### config.mk
export PLATFORM = sky130hd
export DESIGN_NAME = pps_input_select
export DESIGN_NICKNAME = d
export VERILOG_FILES = /design/src/pkg/pps_pkg.sv /design/src/hw/pps_input_select.sv /design/src/hw/pps_pin_mux.sv
export SDC_FILE = /design/constraint.sdc
export NUM_CORES = 1
export LEC_CHECK = 0
export BUFFER_PORTS_ARGS = -buffer_cell sky130_fd_sc_hd__buf_2
export CAP_MARGIN = 40
export CORE_MARGIN = 2
export CORE_UTILIZATION = 50
export DETAILED_ROUTE_END_ITERATION = 10
export GPL_ROUTABILITY_DRIVEN = 0
export PLACE_DENSITY = 0.72
export SLEW_MARGIN = 20
export SYNTH_ARGS = -nofsm -noshare
export SYNTH_HDL_FRONTEND = slang
export SYNTH_HIERARCHICAL = 1
export SYNTH_SLANG_ARGS = --single-unit
### constraint.sdc
create_clock -name clk -period 9.05 [get_ports clk]
set_input_delay 1.81 -clock clk [delete_from_list [all_inputs] [get_ports clk]]
set_output_delay 1.81 -clock clk [all_outputs]
set_load 0.02 [all_outputs]
### src/pkg/pps_pkg.sv
// Package holding the types, defaults and routing masks of the input pin select block.
package pps_pkg;

	// ----------------------------------------------------------------
	// Sizes and field layout
	// ----------------------------------------------------------------
	localparam int PPS_NUM_IN = 13;
	localparam int PPS_NUM_PORTS = 5;
	localparam int PPS_IDX_W = 4;
	localparam logic [2:0] PPS_PORT_A = 3'h0;
	localparam logic [2:0] PPS_PORT_B = 3'h1;
	localparam logic [2:0] PPS_PORT_C = 3'h2;
	localparam logic [2:0] PPS_PORT_D = 3'h3;
	localparam logic [2:0] PPS_PORT_E = 3'h4;

	// ----------------------------------------------------------------
	// Peripheral input indices
	// ----------------------------------------------------------------
	localparam logic [3:0] PPS_IDX_EXT_INT = 4'h0;
	localparam logic [3:0] PPS_IDX_T0_CLK = 4'h1;
	localparam logic [3:0] PPS_IDX_T1_CLK = 4'h2;
	localparam logic [3:0] PPS_IDX_T1_GATE = 4'h3;
	localparam logic [3:0] PPS_IDX_T2_IN = 4'h4;
	localparam logic [3:0] PPS_IDX_CAP1 = 4'h5;
	localparam logic [3:0] PPS_IDX_CAP2 = 4'h6;
	localparam logic [3:0] PPS_IDX_SER_CLK = 4'h7;
	localparam logic [3:0] PPS_IDX_SER_DAT = 4'h8;
	localparam logic [3:0] PPS_IDX_SER_SEL = 4'h9;
	localparam logic [3:0] PPS_IDX_UART_RX = 4'hA;
	localparam logic [3:0] PPS_IDX_UART_CK = 4'hB;
	localparam logic [3:0] PPS_IDX_ADC_TRIG = 4'hC;

	// ----------------------------------------------------------------
	// Carriers
	// ----------------------------------------------------------------
	typedef struct packed {
		logic [2:0] port;
		logic [2:0] pin;
	} pps_sel_s;

	typedef pps_sel_s [PPS_NUM_IN-1:0] pps_sel_arr_t;

	typedef struct packed {
		logic [7:0] e;
		logic [7:0] d;
		logic [7:0] c;
		logic [7:0] b;
		logic [7:0] a;
	} pps_ports_s;

	typedef struct packed {
		logic en;
		logic [PPS_IDX_W-1:0] idx;
		pps_sel_s data;
	} pps_wr_s;

	typedef logic [PPS_NUM_PORTS-1:0] pps_port_mask_t;
	typedef pps_port_mask_t [PPS_NUM_IN-1:0] pps_mask_arr_t;

	// ----------------------------------------------------------------
	// Power-on defaults, entry 0 is the external interrupt
	// ----------------------------------------------------------------
	localparam pps_sel_arr_t PPS_SEL_DEFAULT = {
		6'h0C, 6'h16, 6'h17, 6'h05, 6'h14, 6'h13, 6'h11,
		6'h12, 6'h13, 6'h0D, 6'h10, 6'h04, 6'h08
	};

	// ----------------------------------------------------------------
	// Reachable ports per input, bit 0 is port A
	// ----------------------------------------------------------------
	localparam pps_mask_arr_t PPS_MASK_SMALL = {
		5'h06, 5'h06, 5'h06, 5'h05, 5'h06, 5'h06, 5'h06,
		5'h06, 5'h05, 5'h06, 5'h05, 5'h03, 5'h03
	};
	localparam pps_mask_arr_t PPS_MASK_LARGE = {
		5'h0A, 5'h06, 5'h06, 5'h09, 5'h06, 5'h06, 5'h06,
		5'h06, 5'h05, 5'h06, 5'h05, 5'h03, 5'h03
	};

	// Pins that exist on each port for the two package sizes.
	localparam pps_ports_s PPS_PINS_SMALL = {8'h08, 8'h00, 8'hFF, 8'hFF, 8'hFF};
	localparam pps_ports_s PPS_PINS_LARGE = {8'h0F, 8'hFF, 8'hFF, 8'hFF, 8'hFF};

	// Returns the byte of one port; codes past port E give zero.
	function automatic logic [7:0] pps_port_byte(input pps_ports_s p, input logic [2:0] port);
		logic [7:0] r;
		r = 8'h00;
		if (port == PPS_PORT_A) begin
			r = p.a;
		end else if (port == PPS_PORT_B) begin
			r = p.b;
		end else if (port == PPS_PORT_C) begin
			r = p.c;
		end else if (port == PPS_PORT_D) begin
			r = p.d;
		end else if (port == PPS_PORT_E) begin
			r = p.e;
		end
		return r;
	endfunction : pps_port_byte

endpackage : pps_pkg

### src/hw/pps_input_select.sv
// Input side of the peripheral pin routing matrix.
// Notes on behaviour
// - Only digital signals routed; analog stays fixed.
// - Input selection independent of output source selection.
// - One selection register per peripheral input.
// - Large packages reach only two ports per input.
// - Many inputs may share one pin.
// - Port reads return pin levels regardless.
// - Analog select bit disables digital input buffer.
// - Power-on reset loads each default pin code.
// - Port field bits 5:3, pin bits 2:0.
// - Only power-on/brown-out reset restores defaults.
// - Lock flag set ignores selection writes.
`timescale 1ns/1ps
module pps_input_select
	import pps_pkg::*;
(
	input wire logic clk,
	input wire logic rst,
	input wire logic soft_reset,
	input wire logic large_package,
	input wire pps_ports_s pin_in,
	input wire pps_ports_s analog_select_bit,
	input wire logic routing_lock_flag,
	input wire pps_wr_s sel_wr,
	output pps_sel_arr_t peripheral_input_select,
	output logic [PPS_NUM_IN-1:0] periph_in,
	output pps_ports_s port_read
);

	// ----------------------------------------------------------------
	// Pin synchronisers
	// ----------------------------------------------------------------
	pps_ports_s pin_meta_reg;
	pps_ports_s pin_sync_reg;
	logic large_meta_reg;
	logic large_sync_reg;

	always_ff @(posedge clk or posedge rst) begin
		if (rst) begin
			pin_meta_reg <= '0;
			pin_sync_reg <= '0;
		end else begin
			pin_meta_reg <= pin_in;
			pin_sync_reg <= pin_meta_reg;
		end
	end

	always_ff @(posedge clk or posedge rst) begin
		if (rst) begin
			large_meta_reg <= 1'b0;
			large_sync_reg <= 1'b0;
		end else begin
			large_meta_reg <= large_package;
			large_sync_reg <= large_meta_reg;
		end
	end

	// ----------------------------------------------------------------
	// Digital input buffers
	// ----------------------------------------------------------------
	pps_ports_s digital_lvl;
	pps_ports_s pins_exist;
	pps_mask_arr_t port_masks;

	always_comb begin
		digital_lvl = pin_sync_reg & ~analog_select_bit;
		pins_exist = large_sync_reg ? PPS_PINS_LARGE : PPS_PINS_SMALL;
		port_masks = large_sync_reg ? PPS_MASK_LARGE : PPS_MASK_SMALL;
	end

	// Port reads see the buffer output and never depend on the selections.
	always_ff @(posedge clk or posedge rst) begin
		if (rst) begin
			port_read <= '0;
		end else begin
			port_read <= digital_lvl;
		end
	end

	// ----------------------------------------------------------------
	// Selection registers
	// ----------------------------------------------------------------
	pps_sel_arr_t sel_reg;
	pps_sel_arr_t sel_next;

	// Only the asynchronous power-on/brown-out reset reloads defaults; the
	// soft reset is deliberately ignored here.
	always_comb begin
		sel_next = sel_reg;
		if (sel_wr.en && !routing_lock_flag && (sel_wr.idx < PPS_IDX_W'(PPS_NUM_IN))) begin
			sel_next[sel_wr.idx] = sel_wr.data;
		end
	end

	always_ff @(posedge clk or posedge rst) begin
		if (rst) begin
			sel_reg <= PPS_SEL_DEFAULT;
		end else begin
			sel_reg <= sel_next;
		end
	end

	assign peripheral_input_select = sel_reg;

	// ----------------------------------------------------------------
	// Routing multiplexers
	// ----------------------------------------------------------------
	// Only digitally buffered pin levels enter the matrix, and no output
	// source selection is read or written by this block.
	logic [PPS_NUM_IN-1:0] route_lvl;

	genvar gi;
	generate
		for (gi = 0; gi < PPS_NUM_IN; gi++) begin : g_route
			pps_pin_mux u_mux (
				.levels(digital_lvl),
				.exists(pins_exist),
				.sel(sel_reg[gi]),
				.port_mask(port_masks[gi]),
				.level(route_lvl[gi])
			);
		end
	endgenerate

	// Each input has its own mux, so a shared pin fans out to all of them.
	always_ff @(posedge clk or posedge rst) begin
		if (rst) begin
			periph_in <= '0;
		end else begin
			periph_in <= route_lvl;
		end
	end

	// ----------------------------------------------------------------
	// Assertions
	// ----------------------------------------------------------------
	logic init_done_reg;

	always_ff @(posedge clk or posedge rst) begin
		if (rst) begin
			init_done_reg <= 1'b0;
		end else begin
			init_done_reg <= 1'b1;
		end
	end

	a_reset_default: assert property (@(posedge clk) disable iff (rst)
		!init_done_reg |-> sel_reg == PPS_SEL_DEFAULT)
		else $error("selection not at default after reset");

	a_lock_holds: assert property (@(posedge clk) disable iff (rst)
		routing_lock_flag |=> sel_reg == $past(sel_reg))
		else $error("selection changed while locked");

	a_write_takes: assert property (@(posedge clk) disable iff (rst)
		sel_wr.en && !routing_lock_flag && sel_wr.idx == PPS_IDX_T1_CLK
		|=> sel_reg[PPS_IDX_T1_CLK] == $past(sel_wr.data))
		else $error("unlocked write not stored");

	a_soft_keeps: assert property (@(posedge clk) disable iff (rst)
		soft_reset && !sel_wr.en |=> $stable(sel_reg))
		else $error("soft reset altered selections");

	a_port_read: assert property (@(posedge clk) disable iff (rst)
		##1 port_read == $past(pin_sync_reg & ~analog_select_bit))
		else $error("port read differs from pin level");

	a_analog_blocks: assert property (@(posedge clk) disable iff (rst)
		analog_select_bit.b[sel_reg[PPS_IDX_EXT_INT].pin]
		&& sel_reg[PPS_IDX_EXT_INT].port == PPS_PORT_B
		|=> !periph_in[PPS_IDX_EXT_INT])
		else $error("analog pin reached a peripheral");

	a_bad_port_low: assert property (@(posedge clk) disable iff (rst)
		sel_reg[PPS_IDX_T0_CLK].port >= PPS_PORT_C ##1 sel_reg[PPS_IDX_T0_CLK].port >= PPS_PORT_C
		|-> !periph_in[PPS_IDX_T0_CLK])
		else $error("unreachable port delivered a level");

	a_shared_pin: assert property (@(posedge clk) disable iff (rst)
		sel_reg[PPS_IDX_CAP1] == sel_reg[PPS_IDX_CAP2]
		|=> periph_in[PPS_IDX_CAP1] == periph_in[PPS_IDX_CAP2])
		else $error("shared pin gave different levels");

	a_route_level: assert property (@(posedge clk) disable iff (rst)
		sel_reg[PPS_IDX_SER_DAT].port == PPS_PORT_C
		|=> periph_in[PPS_IDX_SER_DAT] == $past(digital_lvl.c[sel_reg[PPS_IDX_SER_DAT].pin]))
		else $error("routed level does not follow selected pin");

	a_digital_only: assert property (@(posedge clk) disable iff (rst)
		(analog_select_bit == '1) |=> periph_in == '0)
		else $error("analog pins leaked into the matrix");

	// ----------------------------------------------------------------
	// Assertions on writes, package size, reset outputs and analog port reads
	// ----------------------------------------------------------------
	a_bad_index: assert property (@(posedge clk) disable iff (rst)
		sel_wr.en && (sel_wr.idx >= PPS_IDX_W'(PPS_NUM_IN)) |=> $stable(sel_reg))
		else $error("write with a bad index changed a selection");

	a_write_isolated: assert property (@(posedge clk) disable iff (rst)
		sel_wr.en && sel_wr.idx != PPS_IDX_EXT_INT |=> $stable(sel_reg[PPS_IDX_EXT_INT]))
		else $error("write to another input altered the interrupt selection");

	a_small_no_port_d: assert property (@(posedge clk) disable iff (rst)
		!large_sync_reg && sel_reg[PPS_IDX_SER_SEL].port == PPS_PORT_D
		|=> !periph_in[PPS_IDX_SER_SEL])
		else $error("small package reached port D");

	a_large_port_d: assert property (@(posedge clk) disable iff (rst)
		large_sync_reg && sel_reg[PPS_IDX_SER_SEL].port == PPS_PORT_D
		|=> periph_in[PPS_IDX_SER_SEL] == $past(digital_lvl.d[sel_reg[PPS_IDX_SER_SEL].pin]))
		else $error("large package port D level not routed");

	a_reset_outputs: assert property (@(posedge clk) disable iff (rst)
		!init_done_reg |-> periph_in == '0 && port_read == '0)
		else $error("routed outputs not cleared after reset");

	a_analog_read: assert property (@(posedge clk) disable iff (rst)
		(port_read & $past(analog_select_bit)) == '0)
		else $error("port read saw a pin with its buffer off");

endmodule : pps_input_select

### src/hw/pps_pin_mux.sv
// Multiplexer that picks one pin level for one peripheral input.
`timescale 1ns/1ps
module pps_pin_mux
	import pps_pkg::*;
(
	input wire pps_ports_s levels,
	input wire pps_ports_s exists,
	input wire pps_sel_s sel,
	input wire pps_port_mask_t port_mask,
	output logic level
);

	logic [7:0] lvl_byte;
	logic [7:0] ex_byte;
	logic port_ok;

	always_comb begin
		lvl_byte = pps_port_byte(levels, sel.port);
		ex_byte = pps_port_byte(exists, sel.port);
		port_ok = (sel.port <= PPS_PORT_E) && port_mask[sel.port];
		level = port_ok && ex_byte[sel.pin] && lvl_byte[sel.pin];
	end

endmodule : pps_pin_mux

Word-level counts from Yosys, hierarchy flattened

Index checks and enable logic that the tools add are counted.

Reductions and logical operators: 56
Multiplexer cells: 213
Bitwise logic cells: 2
Equality and inequality tests: 52
Order comparisons: 42

Operators with widths:

| operator             | number |
|---|---|
| $mux W8              | 117 |
| $bmux W1 S3          | 39 |
| $lt A3 B4 Y1 const B | 26 |
| $bwmux W78           | 1 |
| $eq A3 B2 Y1 const B | 26 |
| $mux W64             | 1 |
| $mux W4              | 13 |
| $logic_and A1 B1 Y1  | 42 |
| $and A40 B40 Y40     | 1 |
| $not A40 Y40         | 1 |
| $eq A3 B1 Y1 const B | 13 |
| $eq A3 B3 Y1 const B | 13 |
| $le A3 B3 Y1 const B | 13 |
| $logic_not A3 Y1     | 13 |
| $mux W1              | 39 |
| $mux W35             | 1 |
| $demux W6 S4         | 1 |
| $mux W6              | 1 |
| $lt A4 B5 Y1 const B | 1 |
| $ge A4 B1 Y1 const B | 1 |
| $lt A4 B4 Y1 const B | 1 |
| $logic_not A1 Y1     | 1 |

Logic and storage cells: 409
Register bits: 213
Input port bits: 96

Depth between registers and ports, before layout

Gate-level depths: netlist of the first run.

Depth in word-level cells: 10
Depth in mapped cells: 7

Cells and area by module

The synthesis of the first run kept the hierarchy.

Modules (own cells, without submodules):

| module           | seq. area each (um2) | cells an instance | area an instance (um2) | times used |
|---|---|---|---|---|
| pps_pin_mux      | 0.0                  | 88                | 564.3                  | 13 |
| pps_input_select | 5,366.4              | 364               | 6,702.7                | 1 |

Least setup slack after synthesis of the first run

Ideal clock, no wire load.

Path kind: flip-flop to flip-flop
From: register large_sync_reg
To: register periph_in[0]
Stages on the path, launching flop included: 6
Arrival: 3.601 ns
Clock period less this slack: 3.697 ns
Data required time: 8.954 ns
Path slack: 5.353 ns
Cells stage by stage: dfrtp_1 > a22oi_1 > o22ai_1 > a21oi_1 > or3_1 > a311oi_2

Word-level cells in the longest chain between the ends: 10

RTL lines:

| element                            | line                    | text |
|---|---|---|
| from (decl)                        | pps_input_select.sv:37  | `logic large_sync_reg;` |
| from (signal assigned)             | pps_input_select.sv:55  | `large_sync_reg <= large_meta_reg;` |
| $mux W35 *                         | pps_input_select.sv:68  | `pins_exist = large_sync_reg ? PPS_PINS_LARGE : PPS_PINS_SMALL;` |
| $mux W4                            | pps_pkg.sv:96           | `end else if (port == PPS_PORT_E) begin` |
| $mux W8 *                          | pps_pkg.sv:94           | `end else if (port == PPS_PORT_D) begin` |
| $mux W8 *                          | pps_pkg.sv:92           | `end else if (port == PPS_PORT_C) begin` |
| $mux W8 *                          | pps_pkg.sv:90           | `end else if (port == PPS_PORT_B) begin` |
| $mux W8 *                          | pps_pkg.sv:88           | `if (port == PPS_PORT_A) begin` |
| $bmux W1 S3 *                      | pps_pin_mux.sv:21       | `level = port_ok && ex_byte[sel.pin] && lvl_byte[sel.pin];` |
| $mux W1 (implied by the code) *    | pps_pin_mux.sv:21       |  |
| $logic_and A1 B1 Y1 * (2 in a row) | pps_pin_mux.sv:21       |  |
| net route_lvl[0]                   | pps_input_select.sv:111 | `logic [PPS_NUM_IN-1:0] route_lvl;` |
| to (signal assigned)               | pps_input_select.sv:131 | `periph_in <= route_lvl;` |
| to (decl)                          | pps_input_select.sv:27  | `output logic [PPS_NUM_IN-1:0] periph_in,` |

Mark *: on every way through the listed nets, which the timed path passes. The rest lies on a longest branch. The select of a mux whose other input is x is not followed.
A chain may end at the register's enable or synchronous reset.

==> results of run 1 <==
## worst max-delay path: stages
cell and delay (ps):
buf_2 110, nor2b_2 470, buf_8 240, nand2_1 70, nor2_1 80, a31oi_1 50
a221o_1 380, o32a_1 360, a311oi_2 270
## Yosys cell counts (29+ instances only)
library cell / count / area share, %
nor2b_1: 94 / 4.2
nand3_1: 182 / 6.5
buf_2: 41 / 1.5
dfrtp_1: 184 / 33
a21oi_1: 39 / 1.4
mux2_2: 78 / 6.3
a31oi_1: 117 / 5.2
nand2_1: 165 / 4.4
dfstp_2: 29 / 5.4
a22oi_1: 104 / 5.6
o21ai_0: 65 / 2.3
## layout make-up
class / instances / area (µm²)
clock inverters: 10 / 115
fillers: 2429 / 9630
diodes: 1 / 2.50
multi-input cells: 1642 / 9770
repair buffers: 269 / 1600
inverters: 2 / 15.0
flip-flops and latches: 213 / 5370
well taps: 378 / 473
clock buffers: 34 / 729
## kinds of logic (layout without fill, tap and decap cells)
family | after synthesis | after routing | share of synthesized area, %
AO/OA/AOI/OAI | 533 | 533 | 27.2
other | 2 | 439 | 0.0535
AND/OR/NAND/NOR | 567 | 567 | 22.2
buffers and inverters | 89 | 315 | 4.16
flip-flops | 213 | 213 | 38.2
multiplexers | 104 | 104 | 8.11
## metal layers
layer / global-route usage [%] / wire, µm
met1: 44.0 / 19600
met2: 55.0 / 23100
met3: 6.72 / 5210
met4: 18.2 / 3260
met5: 0 / 9
## worst paths after layout
| check | depth (start not counted) | end | slack [ps] | startpoint |
|---|---|---|---|---|
| worst max-delay path | 9 | periph_in[8]$_DFF_PP0_ | 5620 | analog_select_bit[4] |
| worst min-delay path | 0 | pin_sync_reg[26]$_DFF_PP0_ | 340 | pin_meta_reg[26]$_DFF_PP0_ |
| worst max register to register | 7 | periph_in[11]$_DFF_PP0_ | 6360 | large_sync_reg$_DFF_PP0_ |
| worst min register to register | 0 | pin_sync_reg[26]$_DFF_PP0_ | 340 | pin_meta_reg[26]$_DFF_PP0_ |
| max in group asynchronous | 4 | peripheral_input_select[46]$_DFFE_PP1P_ | 6620 | rst |
| min in group asynchronous | 2 | pin_meta_reg[3]$_DFF_PP0_ | 1310 | rst |
## power by group
| part | switching, mW | internal [mW] | total (mW) |
|---|---|---|---|
| clock network | 0.397 | 0.619 | 1.02 |
| logic | 0.648 | 0.462 | 1.11 |
| registers | 0.275 | 1.09 | 1.36 |
==> impl_results.md, run 1 <==
- Initial antenna violation count: 2
- First-pass GRT wire length: 76,600 µm
- CTS clk-pin slew, worst paths: 60 ps
- Post-CTS Setup Inserts: 0
- Vias in the first global route: 13,600
- Hold crit path type: flop to flop
- CTS Hold Bufs: 0
- Max transition margin: 44.4%
- Ys flop type: dfrtp_1
- FMAX: 0.291 GHz
- Share of layout cells above drive strength 1: 22.2%
- Commonest non-fill, non-tap cell in the layout: conb_1
- Area Growth Syn to Fin: 28.8%
- Die area: 29,400 µm²
- Net count, final: 2,248
- Slew Limit Fails: 0
- Sequential share of the synthesized area: 38.2%
- # setup viols final: 0
- DR vias/cell: 5.75
- GRT Total Usage: 34.3%
- Via count: 14,600
- WL final: 51,200 µm
- Post-DP HPWL: 32,900 µm
- Fin crit period: 3430 ps
- Worst clock skew: 21.7 ps
- Largest net degree at the start of global routing: 82
- Skew-Pair Late Insertion Delay: 540 ps
- Resized Gates After CTS: 0
- Leakage power: 7.99 nW
- Avg Inst Size Synth: 9.31 µm²
- First DRT Iteration DRCs: 1,626
- H-tree depth: 1
- DRT antenna net count: 0
- Die width: 172 µm
- Yosys cell types: 43
- Final Total Pwr: 3.49 mW
- CTS tree: done
- Number of buffers created by CTS: 24
- Placement Cell Area: 17,200 µm²
- Pwr/cell area: 193 nW/µm²
- VDD IR max: 0.000174 V
- Finished Layout Cells: 2,549
- Max reg flops: 78
- Total negative slack: 0 ps
- Final period util: 38.0%
- Sink Count: 213
- Most frequent cells in the layout: conb_1 (438), buf_2 (225), dfrtp_1 (183)
- Setup CP Type: primary input to flop
- Max Root-Sink Buffers: 3
- CP Launch Type: primary input
- Critical Path RT: 9470 ps
- DRC Markers: 0
- Final Cell Area: 18,100 µm²
- Mapped Cells: 1,508
- Asr flop ratio synth: 100%
- Post-layout util: 65.2%
- DP Worst Slack: 5120 ps
- Drt pass-1 iters: 8
- Dpl cells: 2,503
- Clock root buffer: clkbuf_16
- Initial Util: 50.7%
- Total gr overflow: 0
- Post-synth EDFFs: 0
- Max Cap Viol: 0
- Die H: 172 µm
- Final hold slack: 343 ps
- Row count: 61
- I/O pins: 227
- Core Region: 27,700 µm²
- Final Hold Viols: 0
- Worst-Margin Slew: 831 ps
- Critical Path Sink Type: flop
- Drt wl/cell: 20.1 µm
- RSZ-0062 raised after global routing: false
- Worst Slack Setup Final: 5620 ps
- Synthesis warning total: 6
- Data arrival, critical path: 3850 ps
- Flops & latches, synth: 213
- Status: complete, no violations
- IO buf count: 225
- Mapped cell area: 14,000 µm²
- CP max FO: 8
(Power assumes the default switching activity.)
==> inputs of run 2 (changes only) <==
==> constraint.sdc (replaced) <==
create_clock -name clk -period 3.5 [get_ports clk]
set_input_delay 0.7 -clock clk [delete_from_list [all_inputs] [get_ports clk]]
set_output_delay 0.7 -clock clk [all_outputs]
set_load 0.02 [all_outputs]
==> run 2 against run 1 <==
Sequential power grew to 2.6 times the previous value. Clock skew shrank 4.1 ps. Register-to-register slack lost 5400 ps.
==> impl_results.md, run 2 (same netlist as run 1, synthesis figures left out) <==
- Post-DP HPWL: 31,700 µm
- Setup CP Type: flop to flop
- Worst clock skew: 17.7 ps
- Resized Gates After CTS: 0
- Total gr overflow: 0
- Core Region: 27,700 µm²
- DR vias/cell: 5.81
- Max reg flops: 78
- Vias in the first global route: 13,600
- First DRT Iteration DRCs: 1,727
- Net count, final: 2,257
- Fin crit period: 2580 ps
- H-tree depth: 1
- Row count: 61
- Leakage power: 8.00 nW
- CTS clk-pin slew, worst paths: 70 ps
- R2R Path End: periph_in[3]$_DFF_PP0_
- Reg power frac: 37.9%
- RSZ-0062 raised after global routing: false
- Worst Hold Launch: pin_in[37]
- Pwr/cell area: 509 nW/µm²
- CTS tree: done
- Hold path endpoint: pin_meta_reg[37]$_DFF_PP0_
- Critical Path RT: 3940 ps
- Clk network pwr share: 30.2%
- Via count: 14,900
- Drt pass-1 iters: 9
- Int Pwr: 5.72 mW
- First-pass GRT wire length: 77,800 µm
- Final hold slack: 262 ps
- Max Cap Viol: 0
- Worst Slack Setup Final: 918 ps
- Final Total Pwr: 9.18 mW
- FMAX: 0.387 GHz
- Skew-Pair Late Insertion Delay: 540 ps
- GR peak layer: met2
- Slew Limit Fails: 0
- Initial Util: 50.7%
- Final period util: 73.8%
- Die area: 29,400 µm²
- Area Growth Syn to Fin: 28.5%
- GR Layer Usage met1: 45.6%
- Max Root-Sink Buffers: 3
- Met3 usage: 6.95%
- Initial antenna violation count: 0
- CP max FO: 15
- Max transition margin: 47.8%
- Die width: 172 µm
- Final Hold Viols: 0
- Sink Count: 213
- IO buf count: 225
- Sw Share: 37.7%
- Hold crit path type: primary input to flop
- DP Worst Slack: 914 ps
- Commonest non-fill, non-tap cell in the layout: conb_1
- Share of layout cells above drive strength 1: 21.7%
- R2R setup slack: 920 ps
- Worst-Margin Slew: 780 ps
- # setup viols final: 0
- Status: complete, no violations
- Drt wl/cell: 20.4 µm
- Post-layout util: 65.1%
- Global Route met2 Usage: 53.7%
- Most frequent cells in the layout: conb_1 (438), buf_2 (225), dfrtp_1 (183)
- Finished Layout Cells: 2,558
- RR Startpoint: peripheral_input_select[23]$_DFFE_PP0P_
- GRT Total Usage: 34.9%
- DRC Markers: 0
- CP Launch Type: flop
- VDD IR max: 0.000405 V
- DRT antenna net count: 0
- Clock root buffer: clkbuf_16
- Data arrival, critical path: 3030 ps
- Logic pwr share: 31.9%
- Dpl cells: 2,512
- Number of buffers created by CTS: 24
- Worst r2r path cells: 6
- WHS Path Cells: 1
- NetSw: 3.46 mW
- WL final: 52,100 µm
- Die H: 172 µm
- Largest net degree at the start of global routing: 107
- I/O pins: 227
- Post-CTS Setup Inserts: 0
- Critical Path Sink Type: flop
- CTS Hold Bufs: 0
[run 2: cell types whose count changed in the layout (fill, tap and decap cells not counted), sizes merged]
| cell | before | now |
|---|---|---|
| clkinv | 7 | 4 |
| clkbuf | 34 | 37 |
| bufinv | 2 | 3 |
| clkinvlp | 0 | 1 |
| inv | 3 | 1 |
| buf | 269 | 278 |
[run 2: routing by layer]
metal	share of wire [%]	wire [µm]
met4	6.6	3440
met5	0	0
met3	11	5850
met2	44	22900
met1	38	20000
[run 2: worst max-delay path by stage]
stage	start	cells past startpoint	endpoint
2_1_floorplan	rst	1	large_sync_reg$_DFF_PP0_
3_5_place_dp	analog_select_bit[5]	7	periph_in[0]$_DFF_PP0_
6_report	peripheral_input_select[23]$_DFFE_PP0P_	6	periph_in[3]$_DFF_PP0_
4_1_cts	peripheral_input_select[23]$_DFFE_PP0P_	6	periph_in[3]$_DFF_PP0_
3_3_place_gp	analog_select_bit[5]	7	periph_in[0]$_DFF_PP0_
5_1_grt	peripheral_input_select[35]$_DFFE_PP0P_	6	periph_in[5]$_DFF_PP0_
[run 2: layout make-up]
class | count | area [µm²]
timing repair buffer | 278 | 1570
fill | 2348 | 9670
multi-input combinational | 1642 | 9720
clock inverter | 7 | 118
inverter | 2 | 11.3
antenna | 1 | 2.50
tap | 378 | 473
sequential | 213 | 5370
clock buffer | 37 | 761
[run 2: power groups by stage]
| stage | logic, mW | registers [mW] | clock network [mW] |
|---|---|---|---|
| 2_1_floorplan | 2.04 | 3.47 | 0 |
| 3_3_place_gp | 2.80 | 3.48 | 0 |
| 3_5_place_dp | 2.86 | 3.50 | 0 |
| 4_1_cts | 2.87 | 3.46 | 2.80 |
| 5_1_grt | 3.16 | 3.55 | 2.90 |
| 6_report | 2.93 | 3.48 | 2.77 |
[run 2: worst max-delay path, cell delays in order (launching register included)]
cell      delay, ps
dfrtp_1         650
nor3b_2         730
a22oi_1         220
o22ai_1         220
a21oi_1          90
or3_1           370
a311oi_2        210
[run 2: per-stage QoR]
step / setup TNS, ps / cell area [µm²]
6_report: 0 / 18000
5_1_grt: 0 / 18000
4_1_cts: 0 / 18000
3_5_place_dp: 0 / 17100
3_3_place_gp: 0 / 17100
2_1_floorplan: -180 / 15700
